## src/logic/nvsq_pkg.sv

```systemverilog
// package: pin groups, command addresses and cycle timing for the nv-sram host sequencer
package nvsq_pkg;

  localparam int ADDR_W = 17;
  localparam int DATA_W = 8;

  // ==========================================================================
  // command address prefix and final addresses (low sixteen address bits)
  // ==========================================================================
  localparam logic [15:0] PRE_ADDR0 = 16'h4E38;
  localparam logic [15:0] PRE_ADDR1 = 16'hB1C7;
  localparam logic [15:0] PRE_ADDR2 = 16'h83E0;
  localparam logic [15:0] PRE_ADDR3 = 16'h7C1F;
  localparam logic [15:0] PRE_ADDR4 = 16'h703F;
  localparam logic [15:0] CMD_DISABLE = 16'h8B45;
  localparam logic [15:0] CMD_ENABLE  = 16'h4B46;
  localparam logic [15:0] CMD_STORE   = 16'h8FC0;
  localparam logic [15:0] CMD_RECALL  = 16'h4C63;
  localparam int          SEQ_LEN     = 6;

  // ==========================================================================
  // timing: one strobe phase, in ns and in mclk cycles at 100 mhz
  // ==========================================================================
  localparam int          CLK_PERIOD_NS = 10;
  localparam int          PHASE_NS      = 50;
  localparam int          PHASE_CYC     = (PHASE_NS + CLK_PERIOD_NS - 1) / CLK_PERIOD_NS;
  localparam int          CNT_W         = 4;
  localparam logic [CNT_W-1:0] PHASE_LAST = CNT_W'(PHASE_CYC - 1);

  // user command codes
  typedef enum logic [2:0] {
    NVSQ_OP_READ    = 3'h0,
    NVSQ_OP_WRITE   = 3'h1,
    NVSQ_OP_STORE   = 3'h2,
    NVSQ_OP_RECALL  = 3'h3,
    NVSQ_OP_ASDIS   = 3'h4,
    NVSQ_OP_ASEN    = 3'h5
  } nvsq_op_type;

  // pins driven towards the memory
  typedef struct packed {
    logic              chip_sel_n;
    logic              wr_strobe_n;
    logic              out_en_n;
    logic [ADDR_W-1:0] addr;
    logic [DATA_W-1:0] data_out;
    logic              data_oe;
  } nvsq_pins_type;

  // user request
  typedef struct packed {
    nvsq_op_type       op;
    logic [ADDR_W-1:0] addr;
    logic [DATA_W-1:0] wdata;
  } nvsq_req_type;

endpackage : nvsq_pkg

```

## src/logic/nvsq_host.sv

```systemverilog
// host sequencer driving an nv-sram port: plain accesses and six-read commands
// ============================================================================
// ============================================================================
`timescale 1ns/10ps
module nvsq_host
  import nvsq_pkg::*;
(
  // clock, reset, enable
  input  wire logic              mclk,
  input  wire logic              sys_rst,
  input  wire logic              clk_en,
  // user request
  input  wire logic              req_valid,
  input  wire nvsq_req_type      req,
  output logic                   req_ready,
  // user answer
  output logic                   rsp_valid,
  output logic [DATA_W-1:0]      rsp_rdata,
  output logic                   mode_store_pend,
  // memory pins
  output nvsq_pins_type          pins,
  input  wire logic [DATA_W-1:0] data_pins_in,
  input  wire logic              hardware_save_busy_line_n
);

  // ==========================================================================
  // state machine
  // ==========================================================================
  typedef enum logic [2:0] {
    NVSQ_IDLE  = 3'b000,
    NVSQ_SETUP = 3'b001,
    NVSQ_STROB = 3'b011,
    NVSQ_HOLD  = 3'b010,
    NVSQ_BUSY  = 3'b110
  } nvsq_state_type;

  nvsq_state_type      state_ff, nxt_state;
  logic [CNT_W-1:0]    cnt_ff, nxt_cnt;
  logic [2:0]          step_ff, nxt_step;
  nvsq_req_type        cur_ff, nxt_cur;
  nvsq_pins_type       pins_ff, nxt_pins;
  logic                ready_ff, rsp_ff, pend_ff;
  logic [DATA_W-1:0]   rdata_ff;
  logic [DATA_W-1:0]   din_s;
  logic                busy_n_s;

  nvsq_sync #(.W(DATA_W + 1)) u_sync (
    .mclk     (mclk),
    .sys_rst  (sys_rst),
    .clk_en   (clk_en),
    .async_in ({hardware_save_busy_line_n, data_pins_in}),
    .sync_out ({busy_n_s, din_s})
  );

  // ==========================================================================
  // decode
  // ==========================================================================
  wire is_cmd     = (cur_ff.op != NVSQ_OP_READ) && (cur_ff.op != NVSQ_OP_WRITE);
  wire is_write   = (cur_ff.op == NVSQ_OP_WRITE);
  wire phase_done = (cnt_ff == PHASE_LAST);
  wire last_step  = !is_cmd || (step_ff == 3'(SEQ_LEN - 1));
  wire mode_op    = (cur_ff.op == NVSQ_OP_ASDIS) || (cur_ff.op == NVSQ_OP_ASEN);
  // an nv op cycle is the sixth read of a store or recall
  wire nv_float   = is_cmd && last_step && !mode_op;
  wire [15:0] final_addr =
      (cur_ff.op == NVSQ_OP_STORE)  ? CMD_STORE :
      (cur_ff.op == NVSQ_OP_RECALL) ? CMD_RECALL :
      (cur_ff.op == NVSQ_OP_ASDIS)  ? CMD_DISABLE : CMD_ENABLE;
  // upper address line is don't-care for the memory; keep it zero
  wire [15:0] step_addr =
      (step_ff == 3'd0) ? PRE_ADDR0 :
      (step_ff == 3'd1) ? PRE_ADDR1 :
      (step_ff == 3'd2) ? PRE_ADDR2 :
      (step_ff == 3'd3) ? PRE_ADDR3 :
      (step_ff == 3'd4) ? PRE_ADDR4 : final_addr;
  wire [ADDR_W-1:0] drive_addr = is_cmd ? {1'b0, step_addr} : cur_ff.addr;

  // ==========================================================================
  // next state
  // ==========================================================================
  always_comb begin
    nxt_state = state_ff;
    nxt_cnt   = cnt_ff;
    nxt_step  = step_ff;
    nxt_cur   = cur_ff;
    nxt_pins  = pins_ff;
    case (state_ff)
      NVSQ_IDLE: begin
        // strobes high, bus released: memory is deselected between accesses
        nxt_pins.chip_sel_n  = 1'b1;
        nxt_pins.wr_strobe_n = 1'b1;
        nxt_pins.out_en_n    = 1'b1;
        nxt_pins.data_oe     = 1'b0;
        if (req_valid) begin
          nxt_cur   = req;
          nxt_step  = 3'd0;
          nxt_cnt   = '0;
          nxt_state = NVSQ_SETUP;
        end
      end
      NVSQ_SETUP: begin
        nxt_pins.addr     = drive_addr;
        nxt_pins.data_out = cur_ff.wdata;
        nxt_pins.data_oe  = is_write;
        nxt_state         = NVSQ_STROB;
        nxt_cnt           = '0;
      end
      NVSQ_STROB: begin
        // command cycles are reads only, never a write strobe
        nxt_pins.chip_sel_n  = 1'b0;
        nxt_pins.wr_strobe_n = !is_write;
        // output enable low for every read, command prefix reads included; float on the nv op cycle
        nxt_pins.out_en_n    = is_write || nv_float;
        nxt_cnt              = cnt_ff + 1'b1;
        if (phase_done) begin
          nxt_cnt   = '0;
          nxt_state = NVSQ_HOLD;
        end
      end
      NVSQ_HOLD: begin
        nxt_pins.chip_sel_n  = 1'b1;
        nxt_pins.wr_strobe_n = 1'b1;
        nxt_pins.out_en_n    = 1'b1;
        nxt_pins.data_oe     = 1'b0;
        // no other access is interleaved: the sequence runs back to back
        if (!last_step) begin
          nxt_step  = step_ff + 3'd1;
          nxt_state = NVSQ_SETUP;
        end else if (nv_float) begin
          nxt_state = NVSQ_BUSY;
        end else begin
          nxt_state = NVSQ_IDLE;
        end
      end
      NVSQ_BUSY: begin
        // hold off until the memory releases its busy line
        nxt_cnt = (cnt_ff == PHASE_LAST) ? cnt_ff : cnt_ff + 1'b1;
        if (phase_done && busy_n_s) begin
          nxt_state = NVSQ_IDLE;
        end
      end
      default: begin
        nxt_state = NVSQ_IDLE;
      end
    endcase
  end

  wire sample_rd = (state_ff == NVSQ_STROB) && phase_done && !is_cmd && !is_write;
  wire finish    = (nxt_state == NVSQ_IDLE) && (state_ff != NVSQ_IDLE);

  always_ff @(posedge mclk) begin
    if (sys_rst) begin
      state_ff <= NVSQ_IDLE;
      cnt_ff   <= '0;
      step_ff  <= 3'd0;
      cur_ff   <= '0;
      pins_ff  <= '{chip_sel_n: 1'b1, wr_strobe_n: 1'b1, out_en_n: 1'b1, default: '0};
      ready_ff <= 1'b0;
      rsp_ff   <= 1'b0;
      rdata_ff <= '0;
      pend_ff  <= 1'b0;
    end else if (clk_en) begin
      state_ff <= nxt_state;
      cnt_ff   <= nxt_cnt;
      step_ff  <= nxt_step;
      cur_ff   <= nxt_cur;
      pins_ff  <= nxt_pins;
      ready_ff <= (nxt_state == NVSQ_IDLE);
      rsp_ff   <= finish;
      if (sample_rd) begin
        rdata_ff <= din_s;
      end
      // mode change is volatile until a store follows it
      if (finish && mode_op) begin
        pend_ff <= 1'b1;
      end else if (finish && cur_ff.op == NVSQ_OP_STORE) begin
        pend_ff <= 1'b0;
      end
    end
  end

  assign req_ready       = ready_ff;
  assign rsp_valid       = rsp_ff;
  assign rsp_rdata       = rdata_ff;
  assign mode_store_pend = pend_ff;
  assign pins            = pins_ff;
endmodule : nvsq_host

```

## src/logic/nvsq_sync.sv

```systemverilog
// two-flop synchroniser for pin inputs
`timescale 1ns/10ps
module nvsq_sync #(
  parameter int W = 1
) (
  input  wire logic         mclk,
  input  wire logic         sys_rst,
  input  wire logic         clk_en,
  input  wire logic [W-1:0] async_in,
  output logic      [W-1:0] sync_out
);
  logic [W-1:0] meta_ff;
  logic [W-1:0] sync_ff;

  // first stage is read by the second stage only
  always_ff @(posedge mclk) begin
    if (sys_rst) begin
      meta_ff <= '0;
      sync_ff <= '0;
    end else if (clk_en) begin
      meta_ff <= async_in;
      sync_ff <= meta_ff;
    end
  end

  assign sync_out = sync_ff;
endmodule : nvsq_sync
```

## config.mk

```make
export PLATFORM = sky130hd
export DESIGN_NAME = nvsq_host
export DESIGN_NICKNAME = d
export VERILOG_FILES = /design/src/logic/nvsq_pkg.sv /design/src/logic/nvsq_host.sv /design/src/logic/nvsq_sync.sv
export SDC_FILE = /design/constraint.sdc
export NUM_CORES = 1
export LEC_CHECK = 0
export BUFFER_PORTS_ARGS = -buffer_cell sky130_fd_sc_hd__buf_2
export CAP_MARGIN = 15
export CORE_AREA = 5 5 94 161
export DETAILED_ROUTE_END_ITERATION = 7
export DIE_AREA = 0 0 99 166
export GPL_TIMING_DRIVEN = 1
export RECOVER_POWER = 100
export SLEW_MARGIN = 25
export SYNTH_ARGS = -nofsm -noshare
export SYNTH_HDL_FRONTEND = slang
export SYNTH_SLANG_ARGS = --single-unit
```

## constraint.sdc

```tcl
create_clock -name mclk -period 2.2 [get_ports mclk]
set_input_delay 0.11 -clock mclk [delete_from_list [all_inputs] [get_ports mclk]]
set_output_delay 0.11 -clock mclk [all_outputs]
set_load 0.05 [all_outputs]
```

==> impl_results.md, run 1 <==
- Placer congestion estimate: about 0.95
- CP most frequent cell: a311oi_1
- GRT overflow: 0
- EDFF count, synth: 0
- Mux share of post-synthesis cell area: approximately 7.0%
- Reg2Reg Setup Slack: roughly 0.30 ns
- Avg WL per Cell: about 14 um
- Library cells used by synthesis: a little under 50
- Status: finished, final reports clean
- P_leak: 1.97 nW
- Max transition margin: approximately 4.0%
- XOR/XNOR Fraction of Synth Area: less than 1%
- Switching Fraction: roughly a quarter
- Fmax: between 500 and 600 MHz
- Cells after Synth: between 400 and 500
- Crit. End Element: register
- Register area: between 0.0015 and 0.002 mm2
- Fin. Hold Viols: 0
- Synth-to-layout area growth: 26.2%
- Hold-fix buffers, CTS: 19
- Die width: 99 um
- Slew of the pin with the lowest slew margin: around 1.4 ns
- Register area share after synthesis: between 40% and 50%
- Post-Synth Simple-Gate Area: between 20 and 25%
- Peak supply drop: roughly 0.45 mV
- CTS Buffer Depth: 2
- Iteration-0 DRC Markers: 152
- Crit path buf inv count: 1
- DIE AREA: approximately 0.016 mm2
- Post-cts sizing count: 0
- Via/cell ratio: around 4.8
- Final min period: ~1.9 ns
- Slowest cell delay on critical path: roughly 0.36 ns
- Most common cell after layout, fill and taps aside: nand2_1
- Net Sw Power: roughly 0.001 W
- Synth Register Bits: 96
- Power density cells: about 740 mW/mm2
- Drt total wl: about 11 mm
- Data arrival, critical path: approximately 2.1 ns
- Worst-Skew Late Latency: ~0.35 ns
- Yosys warns: 0
- NumNets Final: between 600 and 700
- Area leader, netlist: dfxtp_1
- Worst Clk Skew: 0.00950 ns
- Final setup fails: 0
- Vias: approximately 3600
- Final Power: ~0.0037 W
- Setup TNS: 0 ns
- Synth area leaders: dfxtp_1 48%, nand2_1 9.1%, a21oi_1 7.0%
- Adder-cell share of the synthesized area: approximately 2.2%
- Via count of the first global-routing pass: approximately 3600
- Clock buffer count from CTS: 9
- Seq pwr share: roughly half
- Clock share of power: around two fifths
- Share of the synthesized area in the top cell type: 48.0%
- Final Slew Violations: 0
- Commonest cells after routing, fill and taps aside: 97 x nand2_1, 96 x dfxtp_1, 56 x a21oi_1
- Predominant post-synthesis flop cell: dfxtp_1
- CP max FO: 7
- DIE HEIGHT: 166 um
- CP Data Required Time: between 2 and 2.5 ns
- CP max stage cell: a311oi_1
- Comb power frac: between 10% and 20%
- Syn_nets: between 500 and 600
- Finished Layout Cells: 755
- Worst Hold Slack: approximately 0.005 ns
- Max-cap violations: 0
- CP Cell Sequence: inv_1 > ha_1 > nand2_1 > a311oi_1 > a311oi_1 > o311ai_0 > o21ai_1
- Post-synthesis average cell area: 8.34 um2
- Period utilization: a little under nine tenths
- TritonRoute pass-1 iters: 4
- Gr usage total: a little over an eighth
- HPWL after detailed placement: 7.99 mm
- Root Driver: clkbuf_16
- Startpoint Class: register
- Initial antenna violation count: 0
- Power Internal: around 0.0027 W
- Cell count after placement: just over 700
- Clk slew on worst S/H paths: roughly 0.07 ns
- Multi-input gate area: around 0.0019 mm2
- Compound-Gate Fraction of Synth Area: 15.5%
- Buffers on Ports: 80
- Mapped Area: 0.00401 mm2
- Setup CP Type: reg -> reg
- Main combinational cell family by area after synthesis: simple AND/OR/NAND/NOR gates
- # fillers: about 1400
- Post-route cell area: between 0.005 and 0.006 mm2
- Layout cells sized above 1: between 10 and 15%
- Row cnt: 57
- Asr flop ratio synth: 0%
- Initial core utilization: 29.1%
- DRC viols: 0
- CTS tree: yes
- Core area: 0.0138 mm2
- RSZ-0062 raised after global routing: no
- Largest net degree at the start of global routing: 29
- Ant diodes: 0
- Crit-path leading delay family: compound AO/OA/AOI/OAI gates
- HP Class: in -> reg
- Cell Area, Placed: roughly 0.0046 mm2
- First-pass GRT wire length: 17.5 mm
- Final antenna-violating net count: 0
- Setup bufs post-CTS: 0
- Num Clock Sinks: 96
- CTS H-Tree Depth: 3
- IO Count: between 80 and 90
[tightest hold or removal path, delay by kind of cell]
kind,cells,cell delay (ns)
buf+inv,1,0.10
compound gates,1,0.05
simple gates,1,0.05
[final timing paths]
| path | cells past startpoint | to | start |
|---|---|---|---|
| max | 7 | mode_store_pend | step_ff[1] |
| min | 3 | cur_ff[13] | req[13] |
| max reg2reg | 7 | mode_store_pend | step_ff[1] |
| min reg2reg | 2 | pins[4] | cur_ff[3] |
[synth_stat cells, drive strengths merged (6+ instances only)]
cell and n:
nand2 97, dfxtp 96, a21oi 56, nor2 46, mux2i 28, clkbuf 22, o21ai 18, nand3 12
buf 10, a31oi 9, inv 8, nand2b 8, nor2b 8, ha 7, nor3 6
[cell families after synthesis]
group           count (synthesis)
xor+xnor                        4
fa+ha+maj                       7
mux                            28
simple gates                  197
compound gates                107
flops                          96
buf+inv                        41
[through the flow]
stage | setup slack (ns) | utilization, %
floorplan | 0.461 | -
global placement | 0.387 | 33.7
detailed placement | 0.330 | 33.7
CTS | 0.324 | 37.2
global route | 0.135 | 36.7
finish | 0.301 | 36.7
[sequential cells by signal, summed over array words and instances, names as in the netlist]
register and count:
pins 29, cur_ff 28, u_sync.meta_ff 9, u_sync.sync_out 9, rsp_rdata 8, cnt_ff 4
state_ff 3, step_ff 3, mode_store_pend 1, req_ready 1, rsp_valid 1
[final cells by class]
class / instances / share of cell area, %
multi-input cells: 343 / 37.9
inverters: 9 / 0.668
clock inverters: 7 / 1.31
clock buffers: 9 / 4.46
well taps: 177 / 4.38
flip-flops and latches: 96 / 38.0
repair buffers: 114 / 13.3
[power groups by stage]
stage          Combinational (W)  Sequential, W  Clock, W
2_1_floorplan           0.000211        0.00190         0
3_3_place_gp            0.000364        0.00188         0
3_5_place_dp            0.000372        0.00188         0
4_1_cts                 0.000399        0.00184   0.00154
5_1_grt                 0.000430        0.00185   0.00161
6_report                0.000389        0.00184   0.00150
[metal layers]
metal	global-route usage (%)	part of all wire [%]	vias to the layer above	wire, um
met5	0	0	-	0
met1	13.6	38	1681	4070
met4	6.00	2.4	0	257
met3	3.78	6.4	15	691
met2	24.3	53	80	5710
li1	-	-	1815	-
Power figures use the tool's default switching activity.
==> inputs of run 2 (changes only) <==
ABC_AREA = 1   (was default)
CORE_AREA = 5 5 100 149   (was 5 5 94 161)
DIE_AREA = 0 0 105 154   (was 0 0 99 166)
PLACE_DENSITY = 0.56   (was default)
==> run 2 against run 1 <==
Effect of this change: non-clock buffer count is 26 lower; combinational power rose by 23%; synthesized area shrank 1.2%; worst hold slack better by 0.0026 ns; register-to-register slack gained 0.10 ns; critical path depth is the same; cell count grew 1.1%; worst setup slack better by 0.10 ns; die area decreased by 1.6%; critical path type unchanged; largest cell class unchanged; highest routed layer unchanged.
==> impl_results.md, run 2 <==
- CTS tree: yes
- Max-cap violations: 0 (unchanged)
- Cells after Synth: 523 (+9.0%)
- DIE HEIGHT: 154 um (-7.2%)
- Layout cells sized above 1: 11.8% (-0.82 points)
- Worst Clk Skew: 0.00783 ns (-0.00167 ns)
- Cell count after placement: 743 (+3.2%)
- TritonRoute pass-1 iters: 4 (unchanged)
- RSZ-0062 raised after global routing: no
- Clk slew on worst S/H paths: 0.07 ns (about the same)
- Syn_nets: 571 (+8.1%)
- DIE AREA: 0.0162 mm2 (-1.6%)
- # fillers: 1441 (-0.35%)
- Asr flop ratio synth: 0% (unchanged)
- Gr usage total: 12.1% (-1.2 points)
- CP most frequent cell: nand2_1
- Core area: 0.0134 mm2 (-2.6%)
- Synth area leaders: dfxtp_1 49%, o21ai_0 11%, a21oi_1 8.2%
- CP max FO: 8 (+1)
- Post-route cell area: 0.00475 mm2 (-5.9%)
- Max FFs per register: 29 (unchanged)
- Crit. End Element: register
- Most frequent cells after synthesis: 96 x dfxtp_1, 84 x o21ai_0, 70 x nor2_1
- Largest net degree at the start of global routing: 57 (+97%)
- Cell Area, Placed: 0.00448 mm2 (-3.4%)
- Row cnt: 52 (-8.8%)
- Area leader, netlist: dfxtp_1
- Finished Layout Cells: 763 (+1.1%)
- Die width: 105 um (+6.1%)
- Post-synthesis average cell area: 7.56 um2 (-9.3%)
- Library cells used by synthesis: 30 (-39%)
- CTS H-Tree Depth: 3 (unchanged)
- Slowest cell delay on critical path: 0.42 ns (+0.06 ns)
- Most frequent cell after synthesis: dfxtp_1
- Mapped Area: 0.00396 mm2 (-1.2%)
- Fmax: 557 MHz (+5.8%)
- IO Count: 81 (unchanged)
- Period utilization: 81.6% (-4.7 points)
- Worst-Skew Late Latency: 0.34 ns (about the same)
- Synth-to-layout area growth: 20.2%
- Slew of the pin with the lowest slew margin: 1.11 ns (-0.333 ns)
- Setup CP Type: reg -> reg
- DRC viols: 0 (unchanged)
- Vias: 3639 (+1.3%)
- Register area share after synthesis: 48.6% (+0.59 points)
- P_leak: 1.96 nW (-0.95%)
- Num Clock Sinks: 96 (unchanged)
- Fin. Hold Viols: 0 (unchanged)
- Crit path buf inv count: 1 (unchanged)
- Drt total wl: 9.88 mm (-7.9%)
- HPWL after detailed placement: 7.35 mm (-8.1%)
- Most common cell after layout, fill and taps aside: dfxtp_1
- Ant diodes: 0 (unchanged)
- Setup bufs post-CTS: 0 (unchanged)
- Via count of the first global-routing pass: 3508 (-3.1%)
- EDFF count, synth: 0 (unchanged)
- Final Slew Violations: 0 (unchanged)
- Predominant post-synthesis flop cell: dfxtp_1
- Final min period: 1.80 ns (-0.104 ns)
- Crit-path leading delay family: simple AND/OR/NAND/NOR gates
- Share of the synthesized area in the top cell type: 48.6% (+0.59 points)
- Data arrival, critical path: 2.06 ns (-0.06 ns)
- Peak supply drop: 0.360 mV (-20%)
- Startpoint Class: register
- First-pass GRT wire length: 16.3 mm (-6.8%)
- Final setup fails: 0 (unchanged)
- Initial antenna violation count: 0 (unchanged)
- Setup TNS: 0 ns (unchanged)
- NumNets Final: 644 (+3.7%)
- Final antenna-violating net count: 0 (unchanged)
- CP Cell Sequence: nor2_1 > nand2_1 > o21ai_1 > inv_1 > nand2_1 > o21ai_0 > a21oi_1
- Clock buffer count from CTS: 9 (unchanged)
- GRT overflow: 0 (unchanged)
- Worst Hold Slack: 0.00750 ns (+0.00255 ns)
- Initial core utilization: 29.5% (+0.42 points)
- CP Data Required Time: 2.46 ns (+0.04 ns)
- Synth Register Bits: 96 (unchanged)
- Status: finished, final reports clean
- Iteration-0 DRC Markers: 125 (-18%)
- Via/cell ratio: 4.77 (+0.27%)
- Avg WL per Cell: 13.0 um (-8.9%)
- Power density cells: 839 mW/mm2 (+14%)
- Placer congestion estimate: 0.776 (-18%)
- CTS Buffer Depth: 2 (unchanged)
- Buffers on Ports: 80 (unchanged)
- Max transition margin: 26.1% (+22 points)
- CP max stage cell: nor2_1
- Root Driver: clkbuf_16
- Commonest cells after routing, fill and taps aside: 96 x dfxtp_1, 85 x o21ai_0, 72 x nor2_1
- HP Class: in -> reg
- Yosys warns: 0 (unchanged)
==> run 2: worst paths after layout <==
check             startpoint           endpoint  slack, ns  cells past startpoint
max reg2reg      state_ff[0]          cnt_ff[0]       0.40                      7
max              state_ff[0]          cnt_ff[0]       0.40                      7
min reg2reg       cur_ff[24]         cur_ff[24]       0.45                      2
min          data_pins_in[5]  u_sync.meta_ff[5]      0.008                      3
==> run 2: repair_timing <==
action,in CTS,in global routing
gates resized for setup,0,0
hold buffers,4,0
hold endpoints to repair,4,0
==> run 2: final cells by class <==
type                            instances  area, um2  share of cell area [%]
Sequential cell                        96       1920                    40.4
Multi-Input combinational cell        344       1670                    35.1
Timing Repair Buffer                   88        433                    9.11
Clock buffer                            9        225                    4.74
Inverter                               57        215                    4.53
Tap cell                              162        203                    4.26
Clock inverter                          7       86.3                    1.82
==> run 2: where the power goes <==
part | switching [W] | leakage (nW) | internal [W] | total [W]
clock | 0.000718 | 0.150 | 0.000908 | 0.00163
sequential | 0.0000524 | 0.785 | 0.00183 | 0.00189
combinational | 0.000340 | 1.02 | 0.000140 | 0.000480
==> run 2: logic make-up (layout without fill, tap and decap cells) <==
kind of cell / Yosys count / count (layout) / synth area share, %
AO/OA/AOI/OAI: 166 / 166 / 22.1
adder cells (fa/ha/maj): 7 / 7 / 2.21
buffers and inverters: 83 / 161 / 8.51
flip-flops: 96 / 96 / 48.6
AND/OR/NAND/NOR: 171 / 171 / 18.6
==> run 2: worst register-to-register path: cells and delay by family (launching register included) <==
kind	cells	cell delay, ns
and+or+nand+nor	3	0.68
DFF	1	0.39
buffers and inverters	1	0.10
AOI/OAI and AO/OA	3	0.56
==> run 2: per-layer routing <==
layer  vias to the layer above  routed length, um  global-route usage, %
li1                       1878                  -                      -
met1                      1675               4160                   13.4
met2                        71               5060                   21.9
met3                        15                470                   3.15
met4                         0                193                   4.39
met5                         -                  0                      0
==> run 2: through the flow <==
step	util (%)	setup WS, ns	total power, W
after floorplan	-	0.716	0.00228
after global placement	33.4	0.504	0.00241
after detailed placement	33.4	0.425	0.00242
after CTS	36.1	0.427	0.00405
after global routing	35.5	0.251	0.00419
final	35.5	0.404	0.00399
==> inputs of run 3 (changes only) <==
ABC_AREA = 0   (was 1)
CORE_AREA = 5 5 101 150   (was 5 5 100 149)
DIE_AREA = 0 0 106 155   (was 0 0 105 154)
clock period = 1.8 ns   (was 2.2 ns; I/O delays follow)
==> run 3 against run 2 <==
Effect of this change: first-iteration DRC count is 18% higher; core utilization is 2.8 points higher; sequential power is 19% higher; global-route usage is 1.3 points higher; worst hold slack worse by 0.0054 ns; non-clock buffer count is 48 higher; register-to-register slack worse by 0.30 ns; cell area is 11% higher; routed wire length is 8.9% higher; clock-buffer cell count stayed put; flip-flop and latch count stayed put; clock skew hardly changed; critical endpoint is now req_ready; largest cell class is now multi-input combinational cells.
==> impl_results.md, run 3 (same netlist as run 1, synthesis figures left out) <==
- Die width: 106 um (+0.95%)
- Initial core utilization: 29.0% (-0.48 points)
- Reg2reg start: cnt_ff[0]
- Worst r2r path cells: 7 (unchanged)
- Reg2Reg Setup Slack: 0.10 ns (-0.30 ns)
- Buffers on Ports: 80 (unchanged)
- Most common cell after layout, fill and taps aside: nand2_1
- Data arrival, critical path: 1.93 ns (-0.13 ns)
- Final min period: 1.70 ns (-0.0975 ns)
- Clock share of power: 41.7% (+1.0 points)
- CTS tree: yes
- Vias: 3691 (+1.4%)
- Layout cells sized above 1: 15.2% (+3.4 points)
- Seq pwr share: 47.2% (about the same)
- Status: finished, final reports clean
- Ant diodes: 0 (unchanged)
- Max transition margin: 54.4% (+28 points)
- P_leak: 2.09 nW (+6.6%)
- Worst Clk Skew: 0.00798 ns (+0.000146 ns)
- Setup TNS: 0 ns (unchanged)
- IO Count: 81 (unchanged)
- Comb power frac: 11.1% (-0.9 points)
- NumNets Final: 643 (-0.16%)
- Clock buffer count from CTS: 9 (unchanged)
- Via count of the first global-routing pass: 3777 (+7.7%)
- Hold Startpoint: data_pins_in[3]
- Switching Fraction: 25.8% (-2.0 points)
- CP Launch Point: cnt_ff[0]
- DIE HEIGHT: 155 um (+0.65%)
- Crit. End Element: register
- HP Class: in -> reg
- GRT overflow: 0 (unchanged)
- CP max FO: 3 (-5)
- Finished Layout Cells: 765 (+0.26%)
- Final antenna-violating net count: 0 (unchanged)
- Synth-to-layout area growth: 31.9%
- Critical Path Sink: req_ready
- Via/cell ratio: 4.82 (+1.2%)
- Net Sw Power: 0.00122 W (+10%)
- Peak supply drop: 0.404 mV (+12%)
- Fin. Hold Viols: 0 (unchanged)
- Fmax: 589 MHz (+5.7%)
- Worst Hold Depth: 3 (unchanged)
- Row cnt: 53 (+1.9%)
- First-pass GRT wire length: 17.8 mm (+9.4%)
- Worst R2R End: req_ready
- Setup CP Type: reg -> reg
- Period utilization: 94.3% (+13 points)
- Power density cells: 897 mW/mm2 (+6.9%)
- CP Data Required Time: 2.04 ns (-0.42 ns)
- CTS H-Tree Depth: 3 (unchanged)
- Initial antenna violation count: 0 (unchanged)
- Largest net degree at the start of global routing: 36 (-37%)
- Clk slew on worst S/H paths: 0.07 ns (about the same)
- Drt total wl: 10.8 mm (+8.9%)
- Final Slew Violations: 0 (unchanged)
- DIE AREA: 0.0164 mm2 (+1.6%)
- HPWL after detailed placement: 7.98 mm (+8.7%)
- Commonest cells after routing, fill and taps aside: 97 x nand2_1, 94 x dfxtp_1, 56 x a21oi_1
- RSZ-0062 raised after global routing: yes
- Avg WL per Cell: 14.1 um (+8.6%)
- Setup bufs post-CTS: 0 (unchanged)
- Final setup fails: 0 (unchanged)
- Iteration-0 DRC Markers: 147 (+18%)
- Num Clock Sinks: 96 (unchanged)
- Root Driver: clkbuf_16
- Final Power: 0.00474 W (+19%)
- Max FFs per register: 29 (unchanged)
- Startpoint Class: register
- Placer congestion estimate: 0.820 (+5.6%)
- Worst-Skew Late Latency: 0.35 ns (about the same)
- Slew of the pin with the lowest slew margin: 0.684 ns (-0.423 ns)
- Power Internal: 0.00351 W (+22%)
- DRC viols: 0 (unchanged)
- Cell count after placement: 717 (-3.5%)
- Core area: 0.0138 mm2 (+2.9%)
- Worst Hold Slack: 0.00212 ns (-0.00538 ns)
- Gr usage total: 13.4% (+1.3 points)
- TritonRoute pass-1 iters: 5 (+1)
- Max-cap violations: 0 (unchanged)
- CTS Buffer Depth: 2 (unchanged)
==> run 3: changes by cell type in the layout (fill, tap and decap cells not counted), sizes merged, moves of 25 or more <==
cell | before | now
nor2 | 75 | 46
nand2 | 72 | 97
dlygate4sd3 | 4 | 32
mux2i | 0 | 28
inv | 60 | 12
o21ai | 86 | 18
==> run 3: metal layers <==
metal	GRT usage (%)	routed length, um
met1	14.0	4130
met2	24.4	5650
met3	3.03	602
met4	7.72	380
met5	0	0
==> run 3: critical path: stages (launching register included) <==
cell and delay [ns]:
dfxtp_2 0.34, inv_1 0.07, ha_1 0.22, and3b_1 0.22, and3_1 0.21, o31a_1 0.33, o21ai_1 0.11, a21oi_1 0.08
==> run 3: power groups by stage <==
stage	Clock (W)	Sequential [W]	Combinational [W]
after global routing	0.00214	0.00225	0.000584
after floorplan	0	0.00232	0.000258
final	0.00197	0.00224	0.000527
after detailed placement	0	0.00229	0.000473
after CTS	0.00204	0.00224	0.000531
after global placement	0	0.00228	0.000464
==> run 3: worst min path at each step <==
stage                                   end  slack, ns
after floorplan                  cur_ff[13]       0.23
after global placement    u_sync.meta_ff[1]       0.33
after global routing             cur_ff[16]       0.01
final                     u_sync.meta_ff[3]      0.002
after CTS                 u_sync.meta_ff[3]      0.005
after detailed placement  u_sync.meta_ff[1]       0.33
==> run 3: cell type report <==
type | instances | area, um2
Multi-Input combinational cell | 343 | 1960
Clock inverter | 7 | 83.8
Clock buffer | 9 | 225
Sequential cell | 96 | 1920
Timing Repair Buffer | 136 | 852
Tap cell | 165 | 206
Fill cell | 1450 | 8510
Inverter | 9 | 33.8
==> run 3: metrics by stage <==
| step | instance area, um2 | setup WS [ns] | util [%] |
|---|---|---|---|
| 6_report | 5280 | 0.102 | 38.3 |
| 3_5_place_dp | 4680 | 0.0342 | 33.9 |
| 3_3_place_gp | 4680 | 0.0627 | 33.9 |
| 2_1_floorplan | 4010 | 0.0610 | - |
| 4_1_cts | 5310 | 0.0245 | 38.5 |
| 5_1_grt | 5280 | -0.0372 | 38.3 |
==> run 3: what timing repair did <==
action	CTS	global route
endpoints found under the hold margin	32	0
resized for setup	0	12
setup endpoints to repair	0	6
hold buffers	32	0
